**config.mk**
```make
export PLATFORM = sky130hd
export DESIGN_NAME = mcsm_top
export DESIGN_NICKNAME = d
export VERILOG_FILES = /design/src/pkg/mcsm_pkg.sv /design/src/rtl/mcsm_sticky.sv /design/src/rtl/mcsm_sync.sv /design/src/rtl/mcsm_top.sv
export SDC_FILE = /design/constraint.sdc
export NUM_CORES = 1
export LEC_CHECK = 0
export BUFFER_PORTS_ARGS = -buffer_cell sky130_fd_sc_hd__buf_2
export CELL_PAD_IN_SITES_DETAIL_PLACEMENT = 1
export CELL_PAD_IN_SITES_GLOBAL_PLACEMENT = 1
export CORE_ASPECT_RATIO = 1.2
export CORE_UTILIZATION = 40
export CTS_BUF_LIST = sky130_fd_sc_hd__clkbuf_16
export CTS_CLUSTER_DIAMETER = 40
export DETAILED_ROUTE_END_ITERATION = 8
export HOLD_SLACK_MARGIN = 0.08
export PLACE_DENSITY = 0.93
export SETUP_SLACK_MARGIN = 0.2
export SLEW_MARGIN = 20
export SYNTH_ARGS = -nofsm -noshare
export SYNTH_HDL_FRONTEND = slang
export SYNTH_SLANG_ARGS = --single-unit
```
**constraint.sdc**
```tcl
create_clock -name mclk -period 3.7 [get_ports mclk]
set_input_delay 0.185 -clock mclk [delete_from_list [all_inputs] [get_ports mclk]]
set_output_delay 0.185 -clock mclk [all_outputs]
set_load 0.02 [all_outputs]
```
**src/pkg/mcsm_pkg.sv**
```systemverilog
// Constants, register map and carrier types of the config/sleep mask block.
// Assumes an APB master with 12-bit byte addresses and 32-bit data.
package mcsm_pkg;

  localparam int unsigned AW     = 12;
  localparam int unsigned GPI_N  = 8;
  localparam int unsigned TACH_N = 4;
  localparam int unsigned EV_W   = 13;

  // Register indices; byte address is four times the index
  localparam logic [AW-1:0] IDX_CFG    = 12'h0e3;
  localparam logic [AW-1:0] IDX_SLEEP  = 12'h0e4;
  localparam logic [AW-1:0] IDX_S1GPI  = 12'h0e5;
  localparam logic [AW-1:0] IDX_S1TACH = 12'h0e6;

  localparam logic [AW-1:0] ADR_CFG    = {IDX_CFG[AW-3:0], 2'h0};
  localparam logic [AW-1:0] ADR_SLEEP  = {IDX_SLEEP[AW-3:0], 2'h0};
  localparam logic [AW-1:0] ADR_S1GPI  = {IDX_S1GPI[AW-3:0], 2'h0};
  localparam logic [AW-1:0] ADR_S1TACH = {IDX_S1TACH[AW-3:0], 2'h0};
  localparam logic [AW-1:0] ADR_ERRSTS = 12'h3a0;
  localparam logic [AW-1:0] ADR_IRQMSK = 12'h3a4;

  // Values after reset
  localparam logic [7:0]        RST_CFG    = 8'h00;
  localparam logic [1:0]        RST_SLEEP  = 2'h3;
  localparam logic [7:0]        RST_S1GPI  = 8'hff;
  localparam logic [3:0]        RST_S1TACH = 4'hf;
  localparam logic [EV_W-1:0]   RST_IRQMSK = 13'h0000;

  // Sleep state codes
  localparam logic [1:0] SLP_S0  = 2'h0;
  localparam logic [1:0] SLP_S1  = 2'h1;
  localparam logic [1:0] SLP_S3  = 2'h2;
  localparam logic [1:0] SLP_S45 = 2'h3;

  // Global configuration layout, bit 7 down to bit 0
  typedef struct packed {
    logic ready;
    logic rsvd;
    logic compEn;
    logic linkEn;
    logic alertEn;
    logic gmask;
    logic lock;
    logic run;
  } mcsm_cfg_t;

  // Error event vector: gpi in 7:0, tach in 11:8, thermal in 12
  typedef struct packed {
    logic              therm;
    logic [TACH_N-1:0] tach;
    logic [GPI_N-1:0]  gpi;
  } mcsm_ev_t;

endpackage : mcsm_pkg

```
**src/rtl/mcsm_sticky.sv**
```systemverilog
// Sticky status bits, set by events, cleared by write-one.
// Assumes set and clear are one-cycle pulses on mclk.
module mcsm_sticky #(
  parameter int unsigned W = 1
) (
  input  wire logic         mclk,
  input  wire logic         rst_n,
  input  wire logic [W-1:0] set,
  input  wire logic [W-1:0] clr,
  output logic      [W-1:0] q
);

  // Set wins over a clear in the same cycle
  always_ff @(posedge mclk) begin
    if (!rst_n) begin
      q <= '0;
    end else begin
      q <= (q & ~clr) | set;
    end
  end

endmodule : mcsm_sticky

```
**src/rtl/mcsm_sync.sv**
```systemverilog
// Two-flop synchroniser for a vector of pin levels.
// Assumes each bit is an independent slow level.
module mcsm_sync #(
  parameter int unsigned W = 1,
  parameter logic [W-1:0] INIT = '1
) (
  input  wire logic         mclk,
  input  wire logic         rst_n,
  input  wire logic [W-1:0] din,
  output logic      [W-1:0] dout
);

  logic [W-1:0] meta_reg;

  always_ff @(posedge mclk) begin
    if (!rst_n) begin
      meta_reg <= INIT;
      dout     <= INIT;
    end else begin
      meta_reg <= din;
      dout     <= meta_reg;
    end
  end

endmodule : mcsm_sync

```
**src/rtl/mcsm_top.sv**
```systemverilog
// Global configuration, sleep-state masking and alert/interrupt logic.
// Assumes APB master on mclk; error events from same-clock monitor logic.
module mcsm_top (
  input  wire logic                     mclk,
  input  wire logic                     rst_n,
  input  wire logic                     psel,
  input  wire logic                     penable,
  input  wire logic                     pwrite,
  input  wire logic [mcsm_pkg::AW-1:0]  paddr,
  input  wire logic [31:0]              pwdata,
  output logic      [31:0]              prdata,
  output logic                          pready,
  output logic                          pslverr,
  input  wire mcsm_pkg::mcsm_ev_t       evRaw,
  input  wire logic                     dataValid,
  input  wire logic                     cpu1ThrIn,
  input  wire logic                     cpu2ThrIn,
  output logic                          cpu1ThrOut,
  output logic                          cpu1ThrOe,
  output logic                          cpu2ThrOut,
  output logic                          cpu2ThrOe,
  output logic                          alert_n,
  output logic                          irq,
  output logic                          pwmForceZero,
  output logic                          autoFanEn,
  output logic                          boostEn
);

  mcsm_pkg::mcsm_cfg_t             cfg_reg;
  logic [1:0]                      slpState_reg;
  logic [mcsm_pkg::GPI_N-1:0]      s1GpiMask_reg;
  logic [mcsm_pkg::TACH_N-1:0]     s1TachMask_reg;
  logic [mcsm_pkg::EV_W-1:0]       irqMask_reg;
  logic [mcsm_pkg::EV_W-1:0]       errStatus;
  logic [mcsm_pkg::EV_W-1:0]       errClr;
  mcsm_pkg::mcsm_ev_t              evMask;
  mcsm_pkg::mcsm_ev_t              evQual;
  logic [1:0]                      thrSync;
  logic [1:0]                      cpu1OeDly_reg;
  logic [1:0]                      cpu2OeDly_reg;
  logic                            cpu1Own;
  logic                            cpu2Own;
  logic                            globalMask;
  logic                            summary;
  logic                            setupPh;
  logic                            accessPh;
  logic                            wrEn;
  logic                            hit;
  logic [7:0]                      rdByte;
  logic [31:0]                     rdWord;

  // Bus phases
  assign setupPh  = psel && !penable;
  assign accessPh = psel && penable && pready;
  assign wrEn     = accessPh && pwrite && !pslverr;

  // Address decode and read data
  always_comb begin
    hit    = 1'b1;
    rdByte = 8'h00;
    rdWord = 32'h0000_0000;
    case (paddr)
      mcsm_pkg::ADR_CFG: begin
        rdByte = cfg_reg;
      end
      mcsm_pkg::ADR_SLEEP: begin
        rdByte = {6'h00, slpState_reg};
      end
      mcsm_pkg::ADR_S1GPI: begin
        rdByte = s1GpiMask_reg;
      end
      mcsm_pkg::ADR_S1TACH: begin
        rdByte = {4'h0, s1TachMask_reg};
      end
      mcsm_pkg::ADR_ERRSTS: begin
        rdWord[mcsm_pkg::EV_W-1:0] = errStatus;
      end
      mcsm_pkg::ADR_IRQMSK: begin
        rdWord[mcsm_pkg::EV_W-1:0] = irqMask_reg;
      end
      default: begin
        hit = 1'b0;
      end
    endcase
    rdWord[7:0] = rdWord[7:0] | rdByte;
  end

  // No wait state: answer prepared in setup, taken in the first access cycle
  always_ff @(posedge mclk) begin
    if (!rst_n) begin
      pready  <= 1'b0;
      pslverr <= 1'b0;
      prdata  <= 32'h0000_0000;
    end else if (setupPh) begin
      pready  <= 1'b1;
      pslverr <= !hit;
      prdata  <= pwrite ? 32'h0000_0000 : rdWord;
    end else begin
      pready  <= 1'b0;
      pslverr <= 1'b0;
      prdata  <= 32'h0000_0000;
    end
  end

  // Global configuration register
  always_ff @(posedge mclk) begin
    if (!rst_n) begin
      cfg_reg <= mcsm_pkg::RST_CFG;
    end else begin
      if (dataValid) begin
        cfg_reg.ready <= 1'b1;
      end
      if (wrEn && paddr == mcsm_pkg::ADR_CFG) begin
        if (!cfg_reg.lock) begin
          cfg_reg.run  <= pwdata[0];
          cfg_reg.lock <= pwdata[1];
        end
        cfg_reg.gmask   <= pwdata[2];
        cfg_reg.alertEn <= pwdata[3];
        cfg_reg.linkEn  <= pwdata[4];
        cfg_reg.compEn  <= pwdata[5];
        cfg_reg.rsvd    <= pwdata[6];
      end
    end
  end

  // Sleep state register
  always_ff @(posedge mclk) begin
    if (!rst_n) begin
      slpState_reg <= mcsm_pkg::RST_SLEEP;
    end else if (wrEn && paddr == mcsm_pkg::ADR_SLEEP) begin
      slpState_reg <= pwdata[1:0];
    end
  end

  // S1 mask registers
  always_ff @(posedge mclk) begin
    if (!rst_n) begin
      s1GpiMask_reg  <= mcsm_pkg::RST_S1GPI;
      s1TachMask_reg <= mcsm_pkg::RST_S1TACH;
    end else if (wrEn) begin
      if (paddr == mcsm_pkg::ADR_S1GPI) begin
        s1GpiMask_reg <= pwdata[7:0];
      end
      if (paddr == mcsm_pkg::ADR_S1TACH) begin
        s1TachMask_reg <= pwdata[3:0];
      end
    end
  end

  // Interrupt mask register
  always_ff @(posedge mclk) begin
    if (!rst_n) begin
      irqMask_reg <= mcsm_pkg::RST_IRQMSK;
    end else if (wrEn && paddr == mcsm_pkg::ADR_IRQMSK) begin
      irqMask_reg <= pwdata[mcsm_pkg::EV_W-1:0];
    end
  end

  // Event masking by mode, global mask and sleep state
  assign globalMask = !cfg_reg.run || cfg_reg.gmask;

  always_comb begin
    evMask = '0;
    case (slpState_reg)
      mcsm_pkg::SLP_S0: begin
        evMask = '0;
      end
      mcsm_pkg::SLP_S1: begin
        evMask.gpi  = s1GpiMask_reg;
        evMask.tach = s1TachMask_reg;
      end
      default: begin
        evMask = '1;
      end
    endcase
    if (globalMask) begin
      evMask = '1;
    end
  end

  assign evQual = evRaw & ~evMask;

  assign errClr = (wrEn && paddr == mcsm_pkg::ADR_ERRSTS)
                ? pwdata[mcsm_pkg::EV_W-1:0] : '0;

  mcsm_sticky #(
    .W (mcsm_pkg::EV_W)
  ) u_errSts (
    .mclk  (mclk),
    .rst_n (rst_n),
    .set   (evQual),
    .clr   (errClr),
    .q     (errStatus)
  );

  assign summary = |errStatus;

  // Alert and interrupt outputs
  always_ff @(posedge mclk) begin
    if (!rst_n) begin
      alert_n <= 1'b1;
      irq     <= 1'b0;
    end else begin
      alert_n <= !(cfg_reg.alertEn &&
                   (cfg_reg.compEn ? evQual.therm
                                   : summary));
      irq     <= |(errStatus & irqMask_reg);
    end
  end

  // Fan control mode outputs
  always_ff @(posedge mclk) begin
    if (!rst_n) begin
      pwmForceZero <= 1'b1;
      autoFanEn    <= 1'b0;
      boostEn      <= 1'b0;
    end else begin
      pwmForceZero <= !cfg_reg.run;
      autoFanEn    <= cfg_reg.run;
      boostEn      <= cfg_reg.run;
    end
  end

  // Throttle link, open-drain active low
  mcsm_sync #(
    .W    (2),
    .INIT (2'h3)
  ) u_thrSync (
    .mclk  (mclk),
    .rst_n (rst_n),
    .din   ({cpu2ThrIn, cpu1ThrIn}),
    .dout  (thrSync)
  );

  // Own pull stays visible through the synchroniser for two more edges
  assign cpu1Own = cpu1ThrOe || (cpu1OeDly_reg != 2'h0);
  assign cpu2Own = cpu2ThrOe || (cpu2OeDly_reg != 2'h0);

  // A pin pulled low by us is not taken as a source, avoiding ping-pong
  always_ff @(posedge mclk) begin
    if (!rst_n) begin
      cpu1ThrOut    <= 1'b0;
      cpu2ThrOut    <= 1'b0;
      cpu1ThrOe     <= 1'b0;
      cpu2ThrOe     <= 1'b0;
      cpu1OeDly_reg <= 2'h0;
      cpu2OeDly_reg <= 2'h0;
    end else begin
      cpu1ThrOut    <= 1'b0;
      cpu2ThrOut    <= 1'b0;
      cpu1OeDly_reg <= {cpu1OeDly_reg[0], cpu1ThrOe};
      cpu2OeDly_reg <= {cpu2OeDly_reg[0], cpu2ThrOe};
      cpu2ThrOe     <= cfg_reg.linkEn && !thrSync[0] && !cpu1Own;
      cpu1ThrOe     <= cfg_reg.linkEn && !thrSync[1] && !cpu2Own;
    end
  end
endmodule : mcsm_top

```
==> reports/qor_table.md, run 1 <==
| Stage | Metric | Value |
|:---|:---|:---|
| detailed routing | Remaining number of nets flagged by the antenna check after routing | 0 |
| timing | Least setup slack across all paths after layout | 1440 ps |
| timing | Fin crit period | 2260 ps |
| logic synthesis | Number of distinct library cell variants in the gate-level netlist after synthesis | 44 |
| critical path | CP Cell Sequence | and4b_1 -> and4_1 -> buf_4 -> and2_1 -> mux2i_1 |
| floorplan | Y dimension of the die | 103 um |
| power | Power density of the placed cells | 476 nW/um^2 |
| cts | Clock edge transition at the registers on the reported setup and hold paths | 60 ps |
| grt | Number of antenna violations at the first check in global routing | 0 |
| cts | Buffer levels on the longest clock path | 2 |
| finish | Finished layout cell area | 4120 sq um |
| grt | Overall global routing resource usage | 0.256 |
| cts | Later-pin clock latency in the skew report | 340 ps |
| logic synthesis | Most numerous cell types in the synthesized netlist | 77 x dfxtp_1, 64 x nand2_1, 23 x buf_4 |
| cts | TritonCTS clock tree | yes |
| critical path | CP max stage delay | 700 ps |
| timing | Setup violation total in the final timing report | 0 |
| grt | Vias in the first global route | 3213 |
| place | Final Wtd Congestion | 0.836 |
| critical path | Arr. time, crit path | 2500 ps |
| timing | Setup tns final | 0 ps |
| cts | Number of clock sinks | 77 |
| timing | RSZ-0062 raised after global routing | false |
| grt | Leftover overflow at the end of global routing | 0 |
| finish | Number of filler instances in the final layout | 987 |
| detailed routing | Routed wire length | 11000 um |
| hold path | Worst Hold Depth | 2 |
| finish | Area grow syn2layout | 20.1% |
| detailed routing | Number of vias after detailed routing | 3221 |
| place | Port-buffer cells | 67 |
| place | Worst setup slack before clock tree synthesis | 1420 ps |
| logic synthesis | Netlist area before placement | 3430 sq um |
| timing | Final worst path period share | 0.612 |
| detailed routing | Initial DRC Count | 226 |
| floorplan | Die Area | 8960 sq um |
| logic synthesis | Top-area cell type share of the netlist area | 0.449 |
| hold path | Hold Startpoint | evRaw[9] |
| detailed routing | DRC violations left | 0 |
| logic synthesis | Post-synth EDFFs | 0 |
| power | IR drop worst, VDD | 0.207 mV |
| finish | Antenna cells | 0 |
| logic synthesis | Most common cell in the netlist | dfxtp_1 |
| detailed routing | TritonRoute pass-1 iters | 5 |
| power | Static leakage | 1.71 nW |
| floorplan | I/O Pins | 108 |
| place | Post-detailed-placement half-perimeter wirelength | 7070 um |
| critical path | Kind of critical path | register to register |
| floorplan | Effective utilization at floorplan | 0.417 |
| detailed routing | Vias/cell | 5.74 |
| hold path | Hold endpoint | u_errSts.q[9] |
| critical path | Reg-to-reg slack, setup | 1440 ps |
| critical path | Slowest cell on crit path | and2_1 |
| hold path | Worst hold path class | input pin to register |
| finish | Number of nets in the layout | 507 |
| timing | Clock skew | 8.75 ps |
| floorplan | Number of standard-cell rows in the floorplan | 36 |
| grt | Largest net degree at the start of global routing | 72 |
| logic synthesis | Ys Warns | 0 |
| cts | CTS Buf Count | 9 |
| logic synthesis | Main flop type after synthesis | dfxtp_1 |
| floorplan | Die width | 86.6 um |
| job | Number of violations of the max-capacitance limit | 0 |
| logic synthesis | Proportion of synthesized flip-flops having asynchronous set or reset | 0 |
| cts | H-tree levels | 3 |
| outcome | Status | finished, final reports clean |
| timing | Tightest slew margin relative to the limit | 0.380 |
| power | Total power of the final layout | 1.96 mW |
| timing | Highest clock rate | 442 MHz |
| timing | Final hold slack | 85.9 ps |
| critical path | Setup crit end kind | register |
| critical path | Startpoint of the worst register-to-register path | pslverr |
| timing | Worst slew pin tran | 930 ps |
| finish | Fraction of final layout cells with drive strength greater than 1 | 0.210 |
| grt | First-pass GRT wire length | 17000 um |
| logic synthesis | Synth Register Bits | 77 |
| critical path | Req. time, crit path | 3940 ps |
| logic synthesis | Main area contributors after synthesis | dfxtp_1 45%, nand2_1 7.0%, buf_4 5.0% |
| logic synthesis | Synthesized area divided by synthesized cell count | 8.99 sq um |
| critical path | Critical-path maximum fanout | 34 |
| logic synthesis | Largest area contributor in the netlist | dfxtp_1 |
| critical path | Family with the most delay on the worst path | simple AND/OR/NAND/NOR gates |
| detailed routing | Detailed-route wire length per cell | 19.6 um |
| cts | Clock tree root driver cell | clkbuf_16 |
| logic synthesis | Synthesized instance count | 382 |
| critical path | Number of buffer and inverter stages on the critical path | 1 |
| floorplan | Area of the core | 8240 sq um |
| critical path | Launching element type of the critical path | register |
| place | Placed Area | 3720 sq um |
| critical path | Endpoint of the worst-slack reg-to-reg timing path | irqMask_reg[2] |
| logic synthesis | Portion of the post-synthesis area used by sequential elements | 0.449 |
| critical path | R2R depth | 5 |
| timing | Final hold violations | 0 |
| timing | Final-report max-slew violation count | 0 |
## cell type report
type	count	area, sq um	share of cell area
inverter	7	26.3	0.00637
multi-input combinational	269	1640	0.398
sequential	77	1540	0.374
clock buffer	9	225	0.0546
clock inverter	7	115	0.0279
timing repair buffer	78	433	0.105
tap	114	143	0.0346
## stage by stage
stage / utilization / std cells
2_1_floorplan: - / 402
3_3_place_gp: 0.452 / 539
3_5_place_dp: 0.452 / 539
4_1_cts: 0.500 / 561
5_1_grt: 0.500 / 561
6_report: 0.500 / 561
## logic make-up (layout without fill, tap and decap cells)
group / Yosys count / in the layout / synth area share
simple gates: 145 / 145 / 0.223
xor+xnor: 1 / 1 / 0.00255
flops: 77 / 77 / 0.449
compound gates: 83 / 83 / 0.173
other cells: 1 / 21 / 0.00109
buf+inv: 56 / 101 / 0.0951
mux: 19 / 19 / 0.0561
## cell usage in the layout, fill, tap and decap left out, drive strengths merged, types with 10 or more instances in the layout
cell / instances
a31oi: 14
nand4: 16
a31o: 12
dfxtp: 77
nand2: 64
nand3: 15
nor2: 10
conb: 21
mux2i: 17
buf: 72
a22oi: 13
o21ai: 15
## worst max path at each step
stage                       to  depth (start not counted)  startpoint  slack [ps]
3_5_place_dp   irqMask_reg[10]                          6    paddr[1]        1420
2_1_floorplan   irqMask_reg[3]                          7     pslverr        2140
4_1_cts         irqMask_reg[2]                          5     pslverr        1460
6_report        irqMask_reg[2]                          5     pslverr        1440
3_3_place_gp   irqMask_reg[10]                          6    paddr[1]        1520
5_1_grt         irqMask_reg[2]                          5     pslverr        1320
## what timing repair did
| action | CTS | global route |
|---|---|---|
| hold buffers | 6 | 0 |
| hold endpoints to repair | 6 | 0 |
| gates resized for setup | 0 | 0 |
| buffers inserted | 0 | 0 |
| endpoints found under the setup margin | 0 | 0 |
## per-layer routing
| layer | wire [um] | track usage |
|---|---|---|
| met1 | 4350 | 0.295 |
| met2 | 5510 | 0.435 |
| met5 | 0 | 0 |
| met4 | 539 | 0.163 |
| met3 | 603 | 0.0532 |
## where the power goes
group	leakage, nW	switching, mW	internal (mW)
Clock	0.167	0.346	0.656
Combinational	0.923	0.0835	0.0414
Sequential	0.622	0.00134	0.833
## worst register-to-register path, cell delays in order (launching register included)
cell and delay [ps]:
dfxtp_1 310, and4b_1 270, and4_1 190, buf_4 350
and2_1 710, mux2i_1 340
(Power assumes the default switching activity.)
==> run 2, diff against run 1 <==
--- a/config.mk
+++ b/config.mk
@@ -9,12 +9,12 @@
 export CELL_PAD_IN_SITES_DETAIL_PLACEMENT = 1
 export CELL_PAD_IN_SITES_GLOBAL_PLACEMENT = 1
 export CORE_ASPECT_RATIO = 1.2
-export CORE_UTILIZATION = 40
+export CORE_UTILIZATION = 37
 export CTS_BUF_LIST = sky130_fd_sc_hd__clkbuf_16
 export CTS_CLUSTER_DIAMETER = 40
 export DETAILED_ROUTE_END_ITERATION = 8
 export HOLD_SLACK_MARGIN = 0.08
-export PLACE_DENSITY = 0.93
+export PLACE_DENSITY = 0.88
 export SETUP_SLACK_MARGIN = 0.2
 export SLEW_MARGIN = 20
 export SYNTH_ARGS = -nofsm -noshare
==> constraint.sdc (replaced) <==
create_clock -name mclk -period 2.1 [get_ports mclk]
set_input_delay 0.105 -clock mclk [delete_from_list [all_inputs] [get_ports mclk]]
set_output_delay 0.105 -clock mclk [all_outputs]
set_load 0.02 [all_outputs]
==> reports/qor_table.md, run 2 (synthesis results as in run 1) <==
| Stage | Metric | Value | Delta |
|:---|:---|:---|:---|
| floorplan | Area of the core | 9030 sq um | +9.6% |
| detailed routing | TritonRoute pass-1 iters | 5 | unchanged |
| floorplan | Effective utilization at floorplan | 0.380 | -0.0365 |
| critical path | Kind of critical path | input pin to register |  |
| timing | Tightest slew margin relative to the limit | 0.546 | +0.166 |
| detailed routing | Detailed-route wire length per cell | 19.3 um | -1.8% |
| power | Power density of the placed cells | 771 nW/um^2 | +62% |
| detailed routing | Number of vias after detailed routing | 3287 | +2.0% |
| critical path | Launching element type of the critical path | input pin |  |
| detailed routing | DRC violations left | 0 | unchanged |
| cts | Later-pin clock latency in the skew report | 340 ps | about the same |
| critical path | Critical-path maximum fanout | 12 | -65% |
| floorplan | Y dimension of the die | 108 um | +3.9% |
| floorplan | Die width | 89.9 um | +3.9% |
| cts | H-tree levels | 3 | unchanged |
| timing | Highest clock rate | 573 MHz |  |
| floorplan | Die Area | 9670 sq um | +7.9% |
| outcome | Status | finished, final reports clean |  |
| place | Final Wtd Congestion | 0.843 | +0.85% |
| finish | Fraction of final layout cells with drive strength greater than 1 | 0.214 | +0.00324 |
| timing | Final hold violations | 0 | unchanged |
| cts | Clock edge transition at the registers on the reported setup and hold paths | 60 ps | about the same |
| critical path | Setup crit end kind | register |  |
| timing | Final worst path period share | 0.832 |  |
| floorplan | I/O Pins | 108 | unchanged |
| finish | Area grow syn2layout | 27.0% |  |
| detailed routing | Remaining number of nets flagged by the antenna check after routing | 0 | unchanged |
| detailed routing | Initial DRC Count | 274 | +21% |
| grt | Number of antenna violations at the first check in global routing | 0 | unchanged |
| timing | RSZ-0062 raised after global routing | false |  |
| finish | Most common library cell in the layout ignoring fill and taps | dfxtp_1 |  |
| cts | CTS Buf Count | 9 | unchanged |
| critical path | Req. time, crit path | 2290 ps | -1650 ps |
| cts | Number of clock sinks | 77 | unchanged |
| hold path | Worst hold path class | input pin to register |  |
| grt | Overall global routing resource usage | 0.242 | -0.0136 |
| finish | Antenna cells | 0 | unchanged |
| grt | Leftover overflow at the end of global routing | 0 | unchanged |
| place | Port-buffer cells | 67 | unchanged |
| detailed routing | Routed wire length | 11400 um | +3.9% |
| grt | Largest net degree at the start of global routing | 71 | -1.4% |
| grt | Vias in the first global route | 3394 | +5.6% |
| finish | Number of filler instances in the final layout | 1113 | +13% |
| critical path | CP Cell Sequence | dlygate4sd3_1 -> buf_2 -> and4b_1 -> nand4_1 -> o21ai_0 -> nand3_1 |  |
| cts | Buffer levels on the longest clock path | 2 | unchanged |
| timing | Setup tns final | 0 ps | unchanged |
| power | IR drop worst, VDD | 0.407 mV | +97% |
| critical path | Arr. time, crit path | 1930 ps | -570 ps |
| cts | Clock tree root driver cell | clkbuf_16 |  |
| power | Static leakage | 1.82 nW | +6.6% |
| grt | First-pass GRT wire length | 17900 um | +5.3% |
| timing | Fin crit period | 1750 ps |  |
| detailed routing | Vias/cell | 5.54 | -3.5% |
| cts | TritonCTS clock tree | yes |  |
| job | Number of violations of the max-capacitance limit | 0 | unchanged |
| timing | Final-report max-slew violation count | 0 | unchanged |
| critical path | CP max stage delay | 530 ps | -170 ps |
| timing | Worst slew pin tran | 680 ps | -251 ps |
| critical path | Slowest cell on crit path | dlygate4sd3_1 |  |
| timing | Setup violation total in the final timing report | 0 | unchanged |
| finish | Number of nets in the layout | 533 | +5.1% |
| place | Number of cells after detailed placement | 552 | +2.4% |
| finish | Most frequent cells in the layout | 77 x dfxtp_1, 67 x buf_2, 64 x nand2_1 |  |
| cts | Post-CTS Setup Inserts | 0 | unchanged |
| floorplan | Number of standard-cell rows in the floorplan | 38 | +5.6% |
| finish | Number of non-filler instances in the completed layout | 593 | +5.7% |
| timing | Clock skew | 9.95 ps | +1.21 ps |
| place | Post-detailed-placement half-perimeter wirelength | 7330 um | +3.7% |
-- run 2: through the flow --
stage,setup WS [ps],power (mW),hold slack (ps),util,area (sq um)
after floorplan,537,1.65,206,-,3510
after global placement,360,1.70,293,0.420,3800
after detailed placement,296,1.71,295,0.420,3800
after CTS,282,3.35,84.1,0.482,4350
after global routing,236,3.45,95.3,0.483,4360
final,354,3.36,88.6,0.483,4360
-- run 2: routing by layer --
metal  vias up  global-route usage  part of all wire
met2       131               0.427              0.51
li1       1504                   -                 -
met3        52              0.0417             0.045
met1      1600               0.262              0.40
met4         0               0.180             0.053
met5         -                   0                 0
-- run 2: timing repair --
item | CTS | global route
endpoints found under the hold margin | 24 | 0
endpoints found under the setup margin | 0 | 9
hold buffers | 25 | 0
resized for setup | 0 | 2
-- run 2: final timing paths --
path / start / endpoint / slack [ps] / cells after the start
min reg2reg: u_thrSync.meta_reg[0] / u_thrSync.dout[0] / 410 / 1
max: psel / s1GpiMask_reg[6] / 350 / 6
min: pwdata[1] / s1TachMask_reg[1] / 90 / 3
max reg2reg: pslverr / s1GpiMask_reg[6] / 390 / 4
-- run 2: power by group --
group,internal [mW],switching (mW)
clock,1.03,0.612
sequential,1.47,0.00226
combinational,0.0993,0.153
total,2.59,0.767
-- run 2: cell type report --
type,instances,area [sq um],share of cell area
multi-input combinational,269,1640,0.377
sequential,77,1540,0.354
timing repair buffer,104,692,0.159
clock buffer,9,225,0.0517
tap,120,150,0.0344
clock inverter,7,82.6,0.0189
inverter,7,26.3,0.00603
-- run 2: worst max-delay path: cells and delay by family --
kind                   cells  cell delay [ps]
and+or+nand+nor            3              730
AOI/OAI and AO/OA          1              450
buffers and inverters      2              640
